File: src/pcpc_pkg.sv
// Purpose: Shared constants for the pixel clock phase and coast control.
// Assumes: Registers sit one per aligned 32-bit word at four times their index.
// Notes: Polarity fields hold 2'b01 for an active-high input.
package pcpc_pkg;
  localparam int PHASE_W = 5;
  localparam int PHASE_STEPS = 32;
  localparam int DIV_W = 12;
  localparam int CNT_W = 16;
  localparam int REF_CLK_MHZ = 125;
  localparam logic [7:0] IDX_DIV_HI = 8'h01;
  localparam logic [7:0] IDX_DIV_LO = 8'h02;
  localparam logic [7:0] IDX_PHASE = 8'h04;
  localparam logic [7:0] IDX_HS_POL = 8'h12;
  localparam logic [7:0] IDX_COAST_POL = 8'h18;
  localparam logic [7:0] IDX_GEAR = 8'h36;
  localparam logic [7:0] IDX_CTRL = 8'h3A;
  localparam logic [7:0] IDX_STATUS = 8'h3B;
  localparam int PHASE_LSB = 3;
  localparam int HS_POL_LSB = 4;
  localparam int COAST_POL_LSB = 5;
  localparam int DIV_LO_LSB = 4;
  localparam int CTRL_EXT_CLK = 0;
  localparam int CTRL_INT_COAST = 1;
  localparam int CTRL_VS_HIGH = 2;
  localparam int STAT_LOCK = 0;
  localparam int STAT_COAST = 1;
  localparam int STAT_CNT_LSB = 16;
  localparam logic [1:0] POL_HIGH = 2'h1;
  localparam logic [1:0] POL_RESET = 2'h1;
  localparam logic [11:0] DIV_RESET = 12'h0400;
  localparam logic [4:0] PHASE_RESET = 5'h00;
  localparam logic [2:0] CTRL_RESET = 3'h6;
endpackage : pcpc_pkg

File: src/pcpc_phase_if.sv
// Purpose: Carries pixel timing between the loop and the phase shifter.
// Assumes: One clock domain, ref_clk.
// Notes: The shifter owns the applied phase and the aligned sync.
`timescale 1ns/10ps
interface pcpc_phase_if;
  logic        ext_sel;
  logic        pix_tick;
  logic [4:0]  nco_frac;
  logic [15:0] ext_cnt;
  logic [15:0] ext_period;
  logic [4:0]  phase_req;
  logic        hsync_act;
  logic        sample_tick;
  logic [4:0]  phase_now;
  logic        hs_aligned;
  modport ctrl (output ext_sel, pix_tick, nco_frac, ext_cnt, ext_period, phase_req,
                hsync_act, input sample_tick, phase_now, hs_aligned);
  modport shift (input ext_sel, pix_tick, nco_frac, ext_cnt, ext_period, phase_req,
                 hsync_act, output sample_tick, phase_now, hs_aligned);
endinterface : pcpc_phase_if

File: src/pcpc_phase_shift.sv
// Purpose: Places the sampling strobe at one of 32 steps of the pixel period.
// Assumes: The oscillator advances less than one step per ref_clk cycle.
// Notes: A new phase is taken only at a pixel boundary, so no strobe is lost or doubled.
`timescale 1ns/10ps
module pcpc_phase_shift
  import pcpc_pkg::*;
(
  input wire logic   ref_clk, // System clock.
  input wire logic   rst_n,   // Synchronous reset, active low.
  pcpc_phase_if.shift pif     // Pixel timing from the loop.
);
  logic [4:0]  phase_now;
  logic [4:0]  next_phase_now;
  logic [4:0]  prev_frac;
  logic        prev_at;
  logic        next_prev_at;
  logic        hs_aligned;
  logic        next_hs_aligned;
  logic [20:0] thr;
  logic        at_ext;
  logic        hit;

  // External clock: the strobe falls where count*32 first reaches period*phase.
  assign thr    = pif.ext_period * phase_now;
  assign at_ext = {pif.ext_cnt, 5'h00} >= thr;

  always_comb begin
    if (pif.ext_sel) begin
      hit = at_ext && !prev_at;
    end else begin
      hit = (pif.nco_frac != prev_frac) && (pif.nco_frac == phase_now);
    end
    next_prev_at    = pif.pix_tick ? 1'b0 : at_ext;
    next_phase_now  = pif.pix_tick ? pif.phase_req : phase_now;
    next_hs_aligned = hit ? pif.hsync_act : hs_aligned;
  end

  always_ff @(posedge ref_clk) begin
    if (!rst_n) begin
      phase_now  <= PHASE_RESET;
      prev_frac  <= 5'h00;
      prev_at    <= 1'b0;
      hs_aligned <= 1'b0;
    end else begin
      phase_now  <= next_phase_now;
      prev_frac  <= pif.nco_frac;
      prev_at    <= next_prev_at;
      hs_aligned <= next_hs_aligned;
    end
  end

  assign pif.sample_tick = hit;
  assign pif.phase_now   = phase_now;
  assign pif.hs_aligned  = hs_aligned;
endmodule : pcpc_phase_shift

File: src/pcpc_top.sv
// Purpose: Line-locked pixel clock loop with phase shift, coast and polarity control.
// Assumes: All pins are synchronous to ref_clk; the pixel clock is an enable pulse.
// Notes: Pixel rate must stay below 125/32 MHz so every phase step is visited.
// What this block does
// - Phase field gives 32 sampling steps
// - Sync output carries the same phase shift
// - Phase shift also works with external clock
// - Coast freezes frequency, ignores hsync
// - Coast polarity at register 0x18 bits 6:5
// - Hsync polarity at register 0x12 bits 5:4
// - Polarity value 1 means active high
// - Internal coast follows vertical sync
// - Divided clock compared with hsync, corrects oscillator
//
// The register offsets and register access over APB were left to the implementer.
`timescale 1ns/10ps
module pcpc_top
  import pcpc_pkg::*;
#(
  parameter logic [31:0] FW_INIT    = 32'h0100_0000, // Starting frequency word.
  parameter int          GAIN_SHIFT = 4               // Loop gain as a left shift.
) (
  input  wire logic        ref_clk,                 // 125 MHz system clock.
  input  wire logic        rst_n,                   // Synchronous reset, active low.
  input  wire logic        psel,                    // APB select.
  input  wire logic        penable,                 // APB access phase.
  input  wire logic        pwrite,                  // APB write.
  input  wire logic [11:0] paddr,                   // APB byte address.
  input  wire logic [31:0] pwdata,                  // APB write data.
  output logic      [31:0] prdata,                  // APB read data.
  output logic             pready,                  // APB ready.
  output logic             pslverr,                 // APB error on unmapped word.
  input  wire logic        hsync_in,                // Horizontal sync pin.
  input  wire logic        vsync_in,                // Vertical sync pin.
  input  wire logic        coast_in,                // External coast pin.
  input  wire logic        ext_pix_tick,            // External pixel clock enable.
  output logic             pix_tick_out,            // Internal pixel clock enable.
  output logic             sample_clk_en,           // Phase-shifted sampling strobe.
  output logic             phase_aligned_hsync_out, // Sync with the sampling phase.
  output logic             pll_locked               // Last line count within one.
);
  import pcpc_pkg::*;

  pcpc_phase_if pif ();

  logic [11:0] div;
  logic [11:0] next_div;
  logic [4:0]  phase;
  logic [4:0]  next_phase;
  logic [1:0]  hs_pol;
  logic [1:0]  next_hs_pol;
  logic [1:0]  coast_pol;
  logic [1:0]  next_coast_pol;
  logic        oscillator_low_rate_select;
  logic        next_low_rate;
  logic [2:0]  ctrl;
  logic [2:0]  next_ctrl;
  logic [31:0] prdata_q;
  logic [31:0] next_prdata;
  logic [31:0] rd_val;
  logic        map_hit;
  logic [7:0]  idx;
  logic        wr;

  logic        hsync_act;
  logic        coast_act;
  logic        vsync_act;
  logic        coasting;
  logic        hs_prev;
  logic        hs_edge;
  logic        take;
  logic [31:0] acc;
  logic [31:0] next_acc;
  logic        pix_int;
  logic [31:0] fw;
  logic [31:0] next_fw;
  logic [11:0] pix_cnt;
  logic [11:0] next_pix_cnt;
  logic [11:0] line_cnt;
  logic [11:0] next_line_cnt;
  logic        skip;
  logic        next_skip;
  logic        locked;
  logic        next_locked;
  logic [12:0] err;
  logic [31:0] delta;
  logic [15:0] ext_cnt;
  logic [15:0] next_ext_cnt;
  logic [15:0] ext_period;
  logic [15:0] next_ext_period;
  logic        pix_q;
  logic        samp_q;

  // Register bus: zero wait states, read data captured in the setup cycle.
  assign idx    = paddr[9:2];
  assign wr     = psel && penable && pwrite;
  assign pready = 1'b1;

  always_comb begin
    map_hit = 1'b1;
    rd_val  = 32'h0000_0000;
    if (idx == IDX_DIV_HI) begin
      rd_val[7:0] = div[11:4];
    end else if (idx == IDX_DIV_LO) begin
      rd_val[DIV_LO_LSB +: 4] = div[3:0];
    end else if (idx == IDX_PHASE) begin
      rd_val[PHASE_LSB +: PHASE_W] = phase;
    end else if (idx == IDX_HS_POL) begin
      rd_val[HS_POL_LSB +: 2] = hs_pol;
    end else if (idx == IDX_COAST_POL) begin
      rd_val[COAST_POL_LSB +: 2] = coast_pol;
    end else if (idx == IDX_GEAR) begin
      rd_val[0] = oscillator_low_rate_select;
    end else if (idx == IDX_CTRL) begin
      rd_val[2:0] = ctrl;
    end else if (idx == IDX_STATUS) begin
      rd_val[STAT_LOCK]              = locked;
      rd_val[STAT_COAST]             = coasting;
      rd_val[STAT_CNT_LSB +: DIV_W]  = line_cnt;
    end else begin
      map_hit = 1'b0;
    end
  end

  assign pslverr = psel && penable && !map_hit;

  always_comb begin
    next_div       = div;
    next_phase     = phase;
    next_hs_pol    = hs_pol;
    next_coast_pol = coast_pol;
    next_low_rate  = oscillator_low_rate_select;
    next_ctrl      = ctrl;
    next_prdata    = (psel && !penable) ? rd_val : prdata_q;
    if (wr) begin
      if (idx == IDX_DIV_HI) begin
        next_div[11:4] = pwdata[7:0];
      end else if (idx == IDX_DIV_LO) begin
        next_div[3:0] = pwdata[DIV_LO_LSB +: 4];
      end else if (idx == IDX_PHASE) begin
        next_phase = pwdata[PHASE_LSB +: PHASE_W];
      end else if (idx == IDX_HS_POL) begin
        next_hs_pol = pwdata[HS_POL_LSB +: 2];
      end else if (idx == IDX_COAST_POL) begin
        next_coast_pol = pwdata[COAST_POL_LSB +: 2];
      end else if (idx == IDX_GEAR) begin
        next_low_rate = pwdata[0];
      end else if (idx == IDX_CTRL) begin
        next_ctrl = pwdata[2:0];
      end
    end
  end

  always_ff @(posedge ref_clk) begin
    if (!rst_n) begin
      div                        <= DIV_RESET;
      phase                      <= PHASE_RESET;
      hs_pol                     <= POL_RESET;
      coast_pol                  <= POL_RESET;
      oscillator_low_rate_select <= 1'b0;
      ctrl                       <= CTRL_RESET;
      prdata_q                   <= 32'h0000_0000;
    end else begin
      div                        <= next_div;
      phase                      <= next_phase;
      hs_pol                     <= next_hs_pol;
      coast_pol                  <= next_coast_pol;
      oscillator_low_rate_select <= next_low_rate;
      ctrl                       <= next_ctrl;
      prdata_q                   <= next_prdata;
    end
  end

  assign prdata = prdata_q;

  // Input polarity and coast sources.
  assign hsync_act = (hs_pol == POL_HIGH) ? hsync_in : !hsync_in;
  assign coast_act = (coast_pol == POL_HIGH) ? coast_in : !coast_in;
  assign vsync_act = ctrl[CTRL_VS_HIGH] ? vsync_in : !vsync_in;
  assign coasting  = coast_act || (ctrl[CTRL_INT_COAST] && vsync_act);
  assign hs_edge   = hsync_act && !hs_prev;
  // The first edge after coast only restarts the count, since the count spans the gap.
  assign take      = hs_edge && !coasting && !skip;
  assign err       = {1'b0, pix_cnt} - {1'b0, div};
  assign delta     = {{19{err[12]}}, err} << (GAIN_SHIFT + int'(oscillator_low_rate_select));

  always_comb begin
    {pix_int, next_acc} = {1'b0, acc} + {1'b0, fw};
    next_fw       = fw;
    next_pix_cnt  = pix_int ? pix_cnt + 12'h001 : pix_cnt;
    next_line_cnt = line_cnt;
    next_locked   = locked;
    next_skip     = coasting ? 1'b1 : skip;
    if (hs_edge && !coasting) begin
      next_pix_cnt = 12'h000;
      next_skip    = 1'b0;
    end
    if (take) begin
      next_fw       = fw - delta;
      next_line_cnt = pix_cnt;
      next_locked   = (err == 13'h0000) || (err == 13'h0001) || (err == 13'h1FFF);
    end
    next_ext_cnt    = ext_pix_tick ? 16'h0000 : ext_cnt + 16'h0001;
    next_ext_period = ext_pix_tick ? ext_cnt + 16'h0001 : ext_period;
  end

  always_ff @(posedge ref_clk) begin
    if (!rst_n) begin
      acc        <= 32'h0000_0000;
      fw         <= FW_INIT;
      pix_cnt    <= 12'h000;
      line_cnt   <= 12'h000;
      skip       <= 1'b1;
      locked     <= 1'b0;
      hs_prev    <= 1'b0;
      ext_cnt    <= 16'h0000;
      ext_period <= 16'h0000;
      pix_q      <= 1'b0;
      samp_q     <= 1'b0;
    end else begin
      acc        <= next_acc;
      fw         <= next_fw;
      pix_cnt    <= next_pix_cnt;
      line_cnt   <= next_line_cnt;
      skip       <= next_skip;
      locked     <= next_locked;
      hs_prev    <= hsync_act;
      ext_cnt    <= next_ext_cnt;
      ext_period <= next_ext_period;
      pix_q      <= pix_int;
      samp_q     <= pif.sample_tick;
    end
  end

  // Phase shifter; it never touches the loop state, so a phase write keeps lock.
  assign pif.ext_sel    = ctrl[CTRL_EXT_CLK];
  assign pif.pix_tick   = ctrl[CTRL_EXT_CLK] ? ext_pix_tick : pix_int;
  assign pif.nco_frac   = acc[31:27];
  assign pif.ext_cnt    = ext_cnt;
  assign pif.ext_period = ext_period;
  assign pif.phase_req  = phase;
  assign pif.hsync_act  = hsync_act;

  pcpc_phase_shift u_shift (
    .ref_clk (ref_clk),
    .rst_n   (rst_n),
    .pif     (pif)
  );

  assign pix_tick_out            = pix_q;
  assign sample_clk_en           = samp_q;
  assign phase_aligned_hsync_out = pif.hs_aligned;
  assign pll_locked              = locked;
endmodule : pcpc_top

File: config.mk
export PLATFORM = sky130hd
export DESIGN_NAME = pcpc_top
export DESIGN_NICKNAME = d
export VERILOG_FILES = /design/src/pcpc_pkg.sv /design/src/pcpc_phase_if.sv /design/src/pcpc_phase_shift.sv /design/src/pcpc_top.sv
export SDC_FILE = /design/constraint.sdc
export NUM_CORES = 1
export LEC_CHECK = 0
export ABC_CLOCK_PERIOD_IN_PS = 5600
export BUFFER_PORTS_ARGS = -buffer_cell sky130_fd_sc_hd__buf_2
export CORE_ASPECT_RATIO = 0.7
export CORE_MARGIN = 1.5
export CORE_UTILIZATION = 55
export DETAILED_ROUTE_END_ITERATION = 16
export PLACE_DENSITY = 0.77
export SKIP_CTS_REPAIR_TIMING = 1
export SYNTH_ARGS = -nofsm -noshare
export SYNTH_HDL_FRONTEND = slang
export SYNTH_SLANG_ARGS = --single-unit
File: constraint.sdc
create_clock -name ref_clk -period 5.6 [get_ports ref_clk]
set_input_delay 0.56 -clock ref_clk [delete_from_list [all_inputs] [get_ports ref_clk]]
set_output_delay 0.56 -clock ref_clk [all_outputs]
set_load 0.05 [all_outputs]
==> results of run 1 <==
sequential cells by signal, indices dropped and copies added, names as in the netlist, 2 cells and up:
name	count
acc	30
coast_pol	2
ctrl	3
div	12
ext_cnt	16
ext_period	16
fw	29
hs_pol	2
line_cnt	12
phase	5
pix_cnt	12
prdata	20
u_shift.pif.phase_now	5
u_shift.prev_frac	5
kinds of logic after synthesis:
family | synth area share (%)
other cells | 0.0595
buf+inv | 4.95
mux | 1.92
fa+ha+maj | 18.4
flops | 28.1
simple gates | 22.5
xor+xnor | 6.52
compound gates | 17.5
placed cells by master (no fill, tap or decap), types with 7 or more instances in the layout:
cell type / synthesis / final
a31oi_1: 9 / 8
a21oi_1: 131 / 126
ha_4: 0 / 8
o21a_1: 11 / 11
ha_1: 117 / 107
or2_2: 10 / 10
nand3_1: 71 / 69
o21bai_1: 9 / 9
nand4_1: 11 / 11
xnor2_1: 52 / 52
xor2_1: 42 / 42
and3_1: 15 / 15
or3_1: 12 / 12
inv_1: 75 / 70
nor3_1: 28 / 27
nor2b_1: 10 / 10
nor2_1: 133 / 132
and2_1: 80 / 75
a21o_1: 46 / 46
a211oi_1: 20 / 19
nor4_1: 11 / 9
conb_1: 2 / 15
o21ai_0: 50 / 45
buf_4: 13 / 56
dfxtp_1: 177 / 172
buf_2: 2 / 49
clkbuf_16: 0 / 17
nand2b_1: 11 / 11
fa_1: 43 / 39
a221oi_1: 7 / 7
mux2i_1: 22 / 22
nand2_1: 166 / 165
cell type report:
cell class	instances	area share, %
clock buffer	17	2.96
tap	312	2.71
timing repair buffer	110	5.16
multi-input combinational	1221	61.2
sequential	177	24.7
clock inverter	15	1.32
inverter	75	1.96
worst reg2reg max path, stage by stage (launching register included):
cell	delay [ns]
dfxtp_4	0.39
nand2_2	0.06
fa_1	0.56
fa_1	0.44
fa_1	0.55
inv_2	0.06
ha_4	0.24
a21o_1	0.20
a211oi_2	0.28
o31ai_4	0.15
a31oi_4	0.26
o21ai_4	0.09
o41ai_4	0.29
xor2_1	0.22
ha_1	0.27
a21o_1	0.18
a21o_1	0.15
a221o_1	0.32
a21oi_2	0.18
nand2_1	0.10
a21oi_2	0.16
nor3_2	0.06
a21oi_2	0.17
mux2i_1	0.19
power groups by stage:
stage / Sequential [mW] / Combinational, mW / Clock [mW]
final: 1.30 / 0.204 / 1.24
after floorplan: 1.34 / 0.133 / 0
after global placement: 1.33 / 0.196 / 0
after CTS: 1.30 / 0.200 / 1.25
after global routing: 1.30 / 0.222 / 1.30
after detailed placement: 1.33 / 0.199 / 0
how the worst min path moves through the flow:
| stage | slack (ns) | start | endpoint |
|---|---|---|---|
| 6_report | 0.37 | pwdata[2] | ctrl[2] |
| 5_1_grt | 0.38 | pwdata[2] | ctrl[2] |
| 4_1_cts | 0.35 | pwdata[2] | ctrl[2] |
| 3_5_place_dp | 0.44 | prdata[16] | prdata[16] |
| 3_3_place_gp | 0.44 | prdata[27] | prdata[27] |
| 2_1_floorplan | 0.43 | fw[3] | fw[3] |
per-stage QoR:
| step | TNS [ns] | cell area [sq um] | hold WS, ns | std cells |
|---|---|---|---|---|
| final | -0.0361 | 14400 | 0.369 | 1927 |
| after global routing | -0.416 | 14400 | 0.379 | 1927 |
| after CTS | -1.49 | 14000 | 0.351 | 1922 |
| after detailed placement | -1.31 | 13400 | 0.442 | 1890 |
| after global placement | -0.825 | 13400 | 0.437 | 1890 |
| after floorplan | 0 | 12700 | 0.434 | 1549 |
routing by layer:
metal	part of all wire, %	vias up	routed length [microns]	GRT usage [%]
li1	-	5465	-	-
met2	42	334	12800	38.5
met3	6.4	25	1960	4.13
met1	51	5209	15400	38.1
met5	0	-	0	0
met4	1.0	0	309	5.40
==> metrics.json, run 1 <==
{
  "tightest_slew_ns": 1.02,
  "cts_inserted_buffers": 17,
  "multi_input_comb_area_sq_um": 8810,
  "rrSetupSlack_ns": -0.04,
  "flop_and_latch_count_out_of_synthesis": 177,
  "fin_crit_sh_pct": 101,
  "synth_common_cells": "dfxtp_1, nand2_1, nor2_1",
  "layout_min_cycle_time_ns": 5.64,
  "register_area_sq_um": 3560,
  "die_area_sq_um": 23900,
  "yosys.area.top_type": "dfxtp_1",
  "netlist.area_leader.share_pct": 28.1,
  "critical_path.startpoint": "u_shift.pif.phase_now[2]",
  "worst_skew_pair.late_latency_ns": 0.45,
  "timing.critical_path.max_delay_family": "compound AO/OA/AOI/OAI gates",
  "crit_slowest_cell": "fa_1",
  "post_detail_place_hpwl_mm": 22.4,
  "grt_pass1_wl_mm": 49.1,
  "antenna_found_initial": 0,
  "r2r.worst_path.cells": 23,
  "outcome": "finished with violations",
  "synth_area_per_cell_sq_um": 8.22,
  "floorplan.io_pins": 91,
  "startpoint_type": "flop",
  "p_sw_mw": 0.751,
  "setup_repair_after_global_routing_missed_its_margin": "yes",
  "setup.worst_path.end": "u_shift.pif.hs_aligned",
  "die_width_microns": 184,
  "timing.critical_path.buf_inv": 1,
  "asyncSetResetFlopFracSynth_pct": 0,
  "critical_path_depth": 23,
  "dominantRegCellSynth": "dfxtp_1",
  "grt_max_degree": 65,
  "p_int_mw": 1.99,
  "synthMostInstantiatedCell": "dfxtp_1",
  "crit_chain": "nand2_2 > fa_1 > fa_1 > fa_1 > inv_2 > ha_4 > a21o_1 > a211oi_2 > o31ai_4 > a31oi_4 > o21ai_4 > o41ai_4 > xor2_1 > ha_1 > a21o_1 > a21o_1 > a221o_1 > a21oi_2 > nand2_1 > a21oi_2 > nor3_2 > a21oi_2 > mux2i_1",
  "worst_r2r_endpoint": "u_shift.pif.hs_aligned",
  "drive_above_1_share_pct": 13.2,
  "placement.io_buffers": 49,
  "die_y_microns": 130,
  "drt_pass1_iterations": 5,
  "finalWeightedCongestion": 0.862,
  "routed-via-count": 11033,
  "slew_violations": 0,
  "fmaxAchievable_ghz": 0.177,
  "powerDensity_nw_per_um2": 190,
  "drc_violations_left": 0,
  "clock_path_buffers": 2,
  "drt-vias-per-instance": 5.73,
  "power.static_leakage_nw": 6.24,
  "overall_global_routing_resource_usage_pct": 25.5,
  "setup_violations": 1,
  "initial_core_util_pct": 56.0,
  "tritoncts_clock_tree": "yes",
  "final.setup.worst_slack_ns": -0.0361,
  "yosysUniqueCellTypes": 75,
  "rows": 46,
  "detail_route.iter0.violations": 944,
  "holdCritPathClass": "in2reg",
  "seq_total_area_yosys_pct": 28.1,
  "totalPowerFinal_mw": 2.74,
  "failed_checks": "setup timing",
  "share_seq_of_total_power_pct": 47.4,
  "clock_tree.htree_level_count": 4,
  "cpPeakStageDelay_ns": 0.56,
  "share_comb_of_total_power_pct": 7.4,
  "grt-ovfl-total": 0,
  "finalClockSkew_ns": 0.0100,
  "antenna-diode-count": 0,
  "final_util_pct": 63.8,
  "endpoint_kind": "flop",
  "numClockSinks": 177,
  "detail-route-antenna-nets": 0,
  "clkPwrFrac_pct": 45.2,
  "cp_data_arrival_time_ns": 6.01,
  "finalHoldViolations": 0,
  "whs_path_depth": 3,
  "ys_warn_count": 0,
  "number_of_global_route_vias_before_repair": 9844,
  "p_sw_share_pct": 27.4,
  "maxCapViolCount": 0,
  "syn2layout_area_growth_pct": 14.0,
  "routed_wl_mm": 30.5,
  "placeableCoreArea_sq_um": 22600,
  "synth_area_leaders": "dfxtp_1, ha_1, fa_1, a21oi_1, nand2_1",
  "clk_transition_reported_paths_ns": 0.07,
  "netlist_area_sq_um": 12600,
  "vdd_ir_drop_max_v": 0.000131,
  "postSynthCellCount": 1536,
  "layout.nets": 1815,
  "routed_wire_length_per_instance_microns": 15.8,
  "place_ws_ns": -0.542,
  "crit-reg2reg-launch": "u_shift.pif.phase_now[2]",
  "critical_path.max_fanout": 3,
  "path_class": "reg2reg",
  "clock_root_cell": "clkbuf_16",
  "required_ns": 5.98,
  "slew_headroom_pct": 31.7,
  "synth_edf_count": 0,
  "nFillCells": 1857
}
Note: power is estimated with default switching activity, not from simulation.
==> inputs of run 2 (changes only) <==
--- a/config.mk
+++ b/config.mk
@@ -5,14 +5,15 @@
 export SDC_FILE = /design/constraint.sdc
 export NUM_CORES = 1
 export LEC_CHECK = 0
-export ABC_CLOCK_PERIOD_IN_PS = 5600
+export ABC_CLOCK_PERIOD_IN_PS = 5850
 export BUFFER_PORTS_ARGS = -buffer_cell sky130_fd_sc_hd__buf_2
 export CORE_ASPECT_RATIO = 0.7
 export CORE_MARGIN = 1.5
 export CORE_UTILIZATION = 55
 export DETAILED_ROUTE_END_ITERATION = 16
-export PLACE_DENSITY = 0.77
+export PLACE_DENSITY = 0.74
 export SKIP_CTS_REPAIR_TIMING = 1
 export SYNTH_ARGS = -nofsm -noshare
 export SYNTH_HDL_FRONTEND = slang
+export SYNTH_HIERARCHICAL = 1
 export SYNTH_SLANG_ARGS = --single-unit
==> constraint.sdc (replaced) <==
create_clock -name ref_clk -period 5.85 [get_ports ref_clk]
set_input_delay 0.585 -clock ref_clk [delete_from_list [all_inputs] [get_ports ref_clk]]
set_output_delay 0.585 -clock ref_clk [all_outputs]
set_load 0.05 [all_outputs]
==> metrics.json, run 2 <==
{
  "antenna-diode-count": {"value": 0, "change": "unchanged"},
  "die_area": {"value": 24700, "unit": "sq um", "change": "+3.2%"},
  "netlist_area": {"value": 13000, "unit": "sq um", "change": "+3.3%"},
  "initial_core_util": {"value": 56.8, "unit": "%", "change": "+0.82 points"},
  "vdd_ir_drop_max": {"value": 0.000231, "unit": "V", "change": "+77%"},
  "finalClockSkew": {"value": 0.0117, "unit": "ns", "change": "+0.00165 ns"},
  "seq_total_area_yosys": {"value": 27.2, "unit": "%", "change": "-0.89 points"},
  "layout_min_cycle_time": {"value": 5.60, "unit": "ns", "change": "-0.0335 ns"},
  "layout.nets": {"value": 1754, "change": "-3.4%"},
  "largest_register": "acc",
  "maxCapViolCount": {"value": 0, "change": "unchanged"},
  "netlist.area_leader.share": {"value": 27.2, "unit": "%", "change": "-0.89 points"},
  "place_ws": {"value": 0.372, "unit": "ns", "change": "+0.915 ns"},
  "synth_edf_count": {"value": 0, "change": "unchanged"},
  "flop_and_latch_count_out_of_synthesis": {"value": 177, "change": "unchanged"},
  "yosysUniqueCellTypes": {"value": 84, "change": "+12%"},
  "synth_mux_area_share": {"value": 3.41, "unit": "%", "change": "+1.5 points"},
  "placement.io_buffers": {"value": 49, "change": "unchanged"},
  "crit_path_frequent_cell": "fa_1",
  "die_y": {"value": 132, "unit": "microns", "change": "+1.6%"},
  "ys_warn_count": {"value": 6, "change": "+6"},
  "yosys.area.top_type": "dfxtp_1",
  "floorplan.io_pins": {"value": 91, "change": "unchanged"},
  "worst_skew_pair.late_latency": {"value": 0.45, "unit": "ns", "change": "about the same"},
  "clock_tree.htree_level_count": {"value": 4, "change": "unchanged"},
  "nFillCells": {"value": 1989, "change": "+7.1%"},
  "drive_above_1_share": {"value": 7.59, "unit": "%", "change": "-5.6 points"},
  "power.static_leakage": {"value": 6.59, "unit": "nW", "change": "+5.5%"},
  "dominantRegCellSynth": "dfxtp_1",
  "slew_headroom": {"value": 22.4, "unit": "%", "change": "-9.2 points"},
  "rows": {"value": 46, "change": "unchanged"},
  "cp_data_arrival_time": {"value": 5.95, "unit": "ns", "change": "-0.06 ns"},
  "routed_wl": {"value": 29.6, "unit": "mm", "change": "-3.0%"},
  "layout_commonest_cell": "dfxtp_1",
  "die_width": {"value": 187, "unit": "microns", "change": "+1.6%"},
  "grt-ovfl-total": {"value": 0, "change": "unchanged"},
  "endpoint_kind": "flop",
  "crit_chain": "and2_1 > fa_1 > fa_1 > inv_1 > fa_1 > inv_1 > ha_1 > o21ai_0 > o21bai_2 > a21oi_4 > nor2_1 > or3_1 > xnor2_1 > ha_1 > a21oi_1 > o21ai_1 > nor4_1 > o21ai_1 > a31o_2 > and2_1",
  "totalPowerFinal": {"value": 2.55, "unit": "mW", "change": "-6.8%"},
  "number_of_global_route_vias_before_repair": {"value": 10061, "change": "+2.2%"},
  "required": {"value": 6.19, "unit": "ns", "change": "+0.21 ns"},
  "setup_violations": {"value": 0, "change": "-1"},
  "crit_slowest_cell": "fa_1",
  "overall_global_routing_resource_usage": {"value": 24.7, "unit": "%", "change": "-0.75 points"},
  "numClockSinks": {"value": 177, "change": "unchanged"},
  "tightest_slew": {"value": 1.15, "unit": "ns", "change": "+0.128 ns"},
  "critical_path.max_fanout": {"value": 11, "change": "+8"},
  "clk_transition_reported_paths": {"value": 0.08, "unit": "ns", "change": "about the same"},
  "timing.critical_path.max_delay_family": "adder cells",
  "post-route-cell-area": {"value": 14000, "unit": "sq um", "change": "-2.6%"},
  "outcome": "finished, final reports clean",
  "final.setup.worst_slack": {"value": 0.247, "unit": "ns", "change": "+0.283 ns"},
  "final_util": {"value": 61.1, "unit": "%", "change": "-2.7 points"},
  "drt_pass1_iterations": {"value": 5, "change": "unchanged"},
  "finalHoldViolations": {"value": 0, "change": "unchanged"},
  "largest_register_ff_count": {"value": 30, "change": "unchanged"},
  "yosys.area_share.simple": {"value": 23.2, "unit": "%", "change": "+0.68 points"},
  "cts_inserted_buffers": {"value": 17, "change": "unchanged"},
  "finalWeightedCongestion": {"value": 0.884, "change": "+2.6%"},
  "post_detail_place_hpwl": {"value": 21.8, "unit": "mm", "change": "-2.8%"},
  "clock_path_buffers": {"value": 2, "change": "unchanged"},
  "clock_root_cell": "clkbuf_16",
  "synth_area_leaders": "dfxtp_1, ha_1, fa_1, and2_1, nand2_1",
  "detail-route-antenna-nets": {"value": 0, "change": "unchanged"},
  "postPlaceCellArea": {"value": 13400, "unit": "sq um", "change": "+0.17%"},
  "synthMostInstantiatedCell": "dfxtp_1",
  "synth_top_family_by_area": "simple AND/OR/NAND/NOR gates",
  "grt_max_degree": {"value": 89, "change": "+37%"},
  "holdCritPathClass": "in2reg",
  "top_library_cells_by_usage_in_the_layout_fill_and_taps_aside": "dfxtp_1, nand2_1, ha_1",
  "setup_repair_after_global_routing_missed_its_margin": "no",
  "detail_route.iter0.violations": {"value": 962, "change": "+1.9%"},
  "drt-vias-per-instance": {"value": 5.73, "change": "+0.16%"},
  "post_synth_fa_ha_maj_area_fraction": {"value": 17.8, "unit": "%", "change": "-0.58 points"},
  "timing.critical_path.buf_inv": {"value": 2, "change": "+1"},
  "antenna_found_initial": {"value": 0, "change": "unchanged"},
  "drc_violations_left": {"value": 0, "change": "unchanged"},
  "routed_wire_length_per_instance": {"value": 15.8, "unit": "microns", "change": "+0.21%"},
  "fin_crit_sh": {"value": 95.8, "unit": "%", "change": "-4.9 points"},
  "placeableCoreArea": {"value": 23000, "unit": "sq um", "change": "+1.8%"},
  "slew_violations": {"value": 0, "change": "unchanged"},
  "synthXorXnorAreaFrac": {"value": 5.90, "unit": "%", "change": "-0.62 points"},
  "routed-via-count": {"value": 10701, "change": "-3.0%"},
  "setup-tns-final": {"value": 0, "unit": "ns", "change": "+0.0361 ns"},
  "asyncSetResetFlopFracSynth": {"value": 0, "unit": "%", "change": "unchanged"},
  "fmaxAchievable": {"value": 0.178, "unit": "GHz", "change": "+0.60%"},
  "synth_area_per_cell": {"value": 8.52, "unit": "sq um", "change": "+3.6%"},
  "path_class": "reg2reg",
  "postSynthCellCount": {"value": 1531, "change": "-0.33%"},
  "synth_common_cells": "dfxtp_1, nand2_1, ha_1",
  "powerDensity": {"value": 182, "unit": "nW/um^2", "change": "-4.4%"},
  "cpPeakStageDelay": {"value": 0.55, "unit": "ns", "change": "about the same"},
  "grt_pass1_wl": {"value": 50.2, "unit": "mm", "change": "+2.2%"},
  "tritoncts_clock_tree": "yes",
  "synth_compound_area_share": {"value": 17.8, "unit": "%", "change": "+0.22 points"},
  "syn2layout_area_growth_pct": 7.57,
  "startpoint_type": "flop"
}
-- run 2: cell families (layout without fill, tap and decap cells) --
logic type	count (synthesis)	after routing
buf+inv	146	156
compound gates	331	331
flops	177	177
other cells	2	15
fa+ha+maj	160	160
mux	44	44
simple gates	584	584
xor+xnor	87	87
-- run 2: metal layers --
| layer | GRT usage (%) | share of wire (%) | vias to the layer above |
|---|---|---|---|
| li1 | - | - | 5371 |
| met1 | 37.3 | 52 | 5025 |
| met2 | 35.9 | 41 | 280 |
| met3 | 4.58 | 5.6 | 25 |
| met4 | 6.45 | 1.3 | 0 |
| met5 | 0 | 0 | - |
-- run 2: per-stage QoR --
step	cells	hold slack (ns)
after floorplan	1544	0.434
after global placement	1834	0.450
after detailed placement	1834	0.452
after CTS	1866	0.372
after global routing	1866	0.393
final	1866	0.393
-- run 2: power by group --
part           switching, mW  internal, mW
clock network          0.580         0.572
logic                  0.109        0.0500
registers             0.0184          1.22
total                  0.708          1.84
-- run 2: layout make-up --
type                    count  area, sq um  share of cell area, %
clock inverters            15          168                   1.20
repair buffers             55          293                   2.09
inverters                  69          259                   1.85
well taps                 312          390                   2.78
flip-flops and latches    177         3540                   25.3
clock buffers              17          425                   3.03
multi-input cells        1221         8950                   63.8
-- run 2: path summary, 6_finish.rpt --
path,endpoint,cells past startpoint,slack (ns),from
worst max-delay path,sample_clk_en,20,0.25,u_shift/pif.phase_now[2]
worst min-delay path,ctrl[2],3,0.39,pwdata[2]
worst max register to register,sample_clk_en,20,0.25,u_shift/pif.phase_now[2]
worst min register to register,line_cnt[6],2,0.47,line_cnt[6]
-- run 2: worst register-to-register path, delay by kind of cell (launching register included) --
family / cells / cell delay [ns]
flip-flops: 1 / 0.52
buffers and inverters: 2 / 0.10
XOR/XNOR: 1 / 0.14
AO/OA/AOI/OAI: 7 / 1.34
AND/OR/NAND/NOR: 5 / 1.20
adder cells (fa/ha/maj): 5 / 2.18
==> inputs of run 3 (changes only) <==
--- a/config.mk
+++ b/config.mk
@@ -5,14 +5,15 @@
 export SDC_FILE = /design/constraint.sdc
 export NUM_CORES = 1
 export LEC_CHECK = 0
-export ABC_CLOCK_PERIOD_IN_PS = 5850
+export ABC_CLOCK_PERIOD_IN_PS = 5800
 export BUFFER_PORTS_ARGS = -buffer_cell sky130_fd_sc_hd__buf_2
 export CORE_ASPECT_RATIO = 0.7
-export CORE_MARGIN = 1.5
+export CORE_MARGIN = 2
 export CORE_UTILIZATION = 55
 export DETAILED_ROUTE_END_ITERATION = 16
 export PLACE_DENSITY = 0.74
 export SKIP_CTS_REPAIR_TIMING = 1
+export SLEW_MARGIN = 10
 export SYNTH_ARGS = -nofsm -noshare
 export SYNTH_HDL_FRONTEND = slang
 export SYNTH_HIERARCHICAL = 1
==> constraint.sdc (replaced) <==
create_clock -name ref_clk -period 5.8 [get_ports ref_clk]
set_input_delay 0.58 -clock ref_clk [delete_from_list [all_inputs] [get_ports ref_clk]]
set_output_delay 0.58 -clock ref_clk [all_outputs]
set_load 0.05 [all_outputs]
==> metrics.json, run 3 (synthesis results as in run 2) <==
{
  "clock_path_buffers": {"value": 2, "change": "unchanged"},
  "cp_data_arrival_time": {"value": 5.90, "unit": "ns", "change": "-0.05 ns"},
  "routed_wire_length_per_instance": {"value": 15.8, "unit": "microns", "change": "-0.36%"},
  "path_class": "reg2reg",
  "largest_register_ff_count": {"value": 30, "change": "unchanged"},
  "grt_pass1_wl": {"value": 50.2, "unit": "mm", "change": "about the same"},
  "tightest_slew": {"value": 1.17, "unit": "ns", "change": "+0.0143 ns"},
  "overall_global_routing_resource_usage": {"value": 24.3, "unit": "%", "change": "-0.42 points"},
  "endpoint_kind": "flop",
  "routed_wl": {"value": 29.7, "unit": "mm", "change": "+0.28%"},
  "finalHoldViolations": {"value": 0, "change": "unchanged"},
  "register_area": {"value": 3540, "unit": "sq um", "change": "unchanged"},
  "detail_route.iter0.violations": {"value": 803, "change": "-17%"},
  "drt-vias-per-instance": {"value": 5.76, "change": "+0.45%"},
  "clk_transition_reported_paths": {"value": 0.07, "unit": "ns", "change": "about the same"},
  "timing.critical_path.max_delay_family": "adder cells",
  "die_y": {"value": 133, "unit": "microns", "change": "+0.76%"},
  "drc_violations_left": {"value": 0, "change": "unchanged"},
  "fmaxAchievable": {"value": 0.179, "unit": "GHz", "change": "+0.51%"},
  "floorplan.io_pins": {"value": 91, "change": "unchanged"},
  "critical_path.max_fanout": {"value": 9, "change": "-2"},
  "cpPeakStageDelay": {"value": 0.55, "unit": "ns", "change": "about the same"},
  "final_util": {"value": 60.0, "unit": "%", "change": "-1.0 points"},
  "placement.io_buffers": {"value": 49, "change": "unchanged"},
  "power.static_leakage": {"value": 6.63, "unit": "nW", "change": "+0.62%"},
  "drt_pass1_iterations": {"value": 5, "change": "unchanged"},
  "layout_min_cycle_time": {"value": 5.57, "unit": "ns", "change": "-0.0284 ns"},
  "top_library_cells_by_usage_in_the_layout_fill_and_taps_aside": "dfxtp_1, nand2_1, ha_1",
  "layout_commonest_cell": "dfxtp_1",
  "cts_inserted_buffers": {"value": 17, "change": "unchanged"},
  "initial_core_util": {"value": 55.6, "unit": "%", "change": "-1.2 points"},
  "slew_violations": {"value": 0, "change": "unchanged"},
  "die_area": {"value": 25000, "unit": "sq um", "change": "+1.3%"},
  "maxCapViolCount": {"value": 0, "change": "unchanged"},
  "fin_crit_sh": {"value": 96.1, "unit": "%", "change": "+0.34 points"},
  "grt-ovfl-total": {"value": 0, "change": "unchanged"},
  "number_of_global_route_vias_before_repair": {"value": 10000, "change": "-0.61%"},
  "rows": {"value": 47, "change": "+2.2%"},
  "vdd_ir_drop_max": {"value": 0.000221, "unit": "V", "change": "-4.5%"},
  "finalWeightedCongestion": {"value": 0.861, "change": "-2.6%"},
  "crit_chain": "nand2_1 > fa_1 > fa_1 > fa_1 > inv_1 > ha_1 > a211oi_2 > o21bai_2 > a21oi_4 > nor2_1 > or3_1 > xnor2_1 > ha_1 > a21oi_1 > o21ai_1 > nor4_2 > o21ai_1 > a31o_2 > and2_1",
  "routed-via-count": {"value": 10818, "change": "+1.1%"},
  "required": {"value": 6.13, "unit": "ns", "change": "-0.06 ns"},
  "clock_tree.htree_level_count": {"value": 4, "change": "unchanged"},
  "largest_register": "acc",
  "worst_skew_pair.late_latency": {"value": 0.44, "unit": "ns", "change": "about the same"},
  "grtUsageMet3": {"value": 3.90, "unit": "%", "change": "-0.68 points"},
  "detail-route-antenna-nets": {"value": 0, "change": "unchanged"},
  "setup-tns-final": {"value": 0, "unit": "ns", "change": "unchanged"},
  "setup_violations": {"value": 0, "change": "unchanged"},
  "syn2layout_area_growth_pct": 8.02,
  "placeableCoreArea": {"value": 23500, "unit": "sq um", "change": "+2.2%"},
  "powerDensity": {"value": 184, "unit": "nW/um^2", "change": "+0.87%"},
  "crit_slowest_cell": "fa_1",
  "use_met2": {"value": 35.4, "unit": "%", "change": "-0.46 points"},
  "startpoint_type": "flop",
  "grtUsageMet1": {"value": 37.3, "unit": "%", "change": "about the same"},
  "post_detail_place_hpwl": {"value": 22.1, "unit": "mm", "change": "+1.5%"},
  "numClockSinks": {"value": 177, "change": "unchanged"},
  "antenna-diode-count": {"value": 0, "change": "unchanged"},
  "holdCritPathClass": "in2reg",
  "finalClockSkew": {"value": 0.0120, "unit": "ns", "change": "+0.000273 ns"},
  "layout.nets": {"value": 1760, "change": "+0.34%"},
  "multi_input_comb_area": {"value": 8950, "unit": "sq um", "change": "about the same"},
  "timing.critical_path.buf_inv": {"value": 1, "change": "-1"},
  "grt_max_degree": {"value": 82, "change": "-7.9%"},
  "antenna_found_initial": {"value": 0, "change": "unchanged"},
  "outcome": "finished, final reports clean",
  "fin_worst_hold_slack": {"value": 0.390, "unit": "ns", "change": "-0.00309 ns"},
  "nFillCells": {"value": 2038, "change": "+2.5%"},
  "clock_root_cell": "clkbuf_16",
  "global_route.peak_usage_layer": "met1",
  "drive_above_1_share": {"value": 7.95, "unit": "%", "change": "+0.36 points"},
  "slew_headroom": {"value": 22.2, "unit": "%", "change": "-0.25 points"},
  "crit_path_frequent_cell": "fa_1",
  "die_width": {"value": 188, "unit": "microns", "change": "+0.53%"},
  "tritoncts_clock_tree": "yes"
}
## run 3: cell count changes in the layout (fill, tap and decap cells not counted), sizes merged
| cell | before | now |
|---|---|---|
| bufinv | 0 | 1 |
| clkinv | 7 | 8 |
| inv | 74 | 73 |
| clkinvlp | 3 | 2 |
| buf | 55 | 61 |
## run 3: routing by layer
metal,up-vias,part of all wire [%]
met3,25,5.7
met5,-,0
met4,0,1.1
met1,5092,52
li1,5387,-
met2,314,41
## run 3: area by class of cell
type | instances | share of cell area (%)
multi-input cells | 1221 | 63.5
flip-flops and latches | 177 | 25.2
inverters | 69 | 1.84
repair buffers | 61 | 2.40
clock buffers | 17 | 3.02
well taps | 318 | 2.82
clock inverters | 15 | 1.23
## run 3: path summary, 6_finish.rpt
path / to / slack [ns] / cells past startpoint / startpoint
worst max register to register: sample_clk_en / 0.23 / 19 / u_shift/pif.phase_now[4]
worst min-delay path: ctrl[2] / 0.39 / 3 / pwdata[2]
worst max-delay path: sample_clk_en / 0.23 / 19 / u_shift/pif.phase_now[4]
worst min register to register: u_shift/pif.hs_aligned / 0.46 / 2 / u_shift/pif.hs_aligned
## run 3: worst register-to-register path: stages, from the launching register on
cell and delay [ns]:
dfxtp_1 0.48, nand2_1 0.13, fa_1 0.52, fa_1 0.52, fa_1 0.55, inv_1 0.05, ha_1 0.36, a211oi_2 0.27
o21bai_2 0.12, a21oi_4 0.24, nor2_1 0.07, or3_1 0.36, xnor2_1 0.19, ha_1 0.28, a21oi_1 0.15, o21ai_1 0.15
nor4_2 0.40, o21ai_1 0.18, a31o_2 0.32, and2_1 0.16
## run 3: metrics by stage
stage / setup slack [ns] / std cells / power (mW) / instance area (sq um)
2_1_floorplan: 0.701 / 1544 / 1.40 / 13100
3_5_place_dp: 0.159 / 1846 / 1.44 / 13500
3_3_place_gp: 0.286 / 1846 / 1.44 / 13500
4_1_cts: 0.122 / 1878 / 2.61 / 14100
5_1_grt: -0.0258 / 1878 / 2.67 / 14100
6_report: 0.226 / 1878 / 2.59 / 14100
## run 3: power breakdown
group	internal, mW	leakage, nW	switching, mW	total (mW)
Sequential	1.23	1.43	0.0177	1.25
Clock	0.614	0.288	0.558	1.17
Combinational	0.0510	4.91	0.112	0.163
Total	1.90	6.63	0.688	2.59
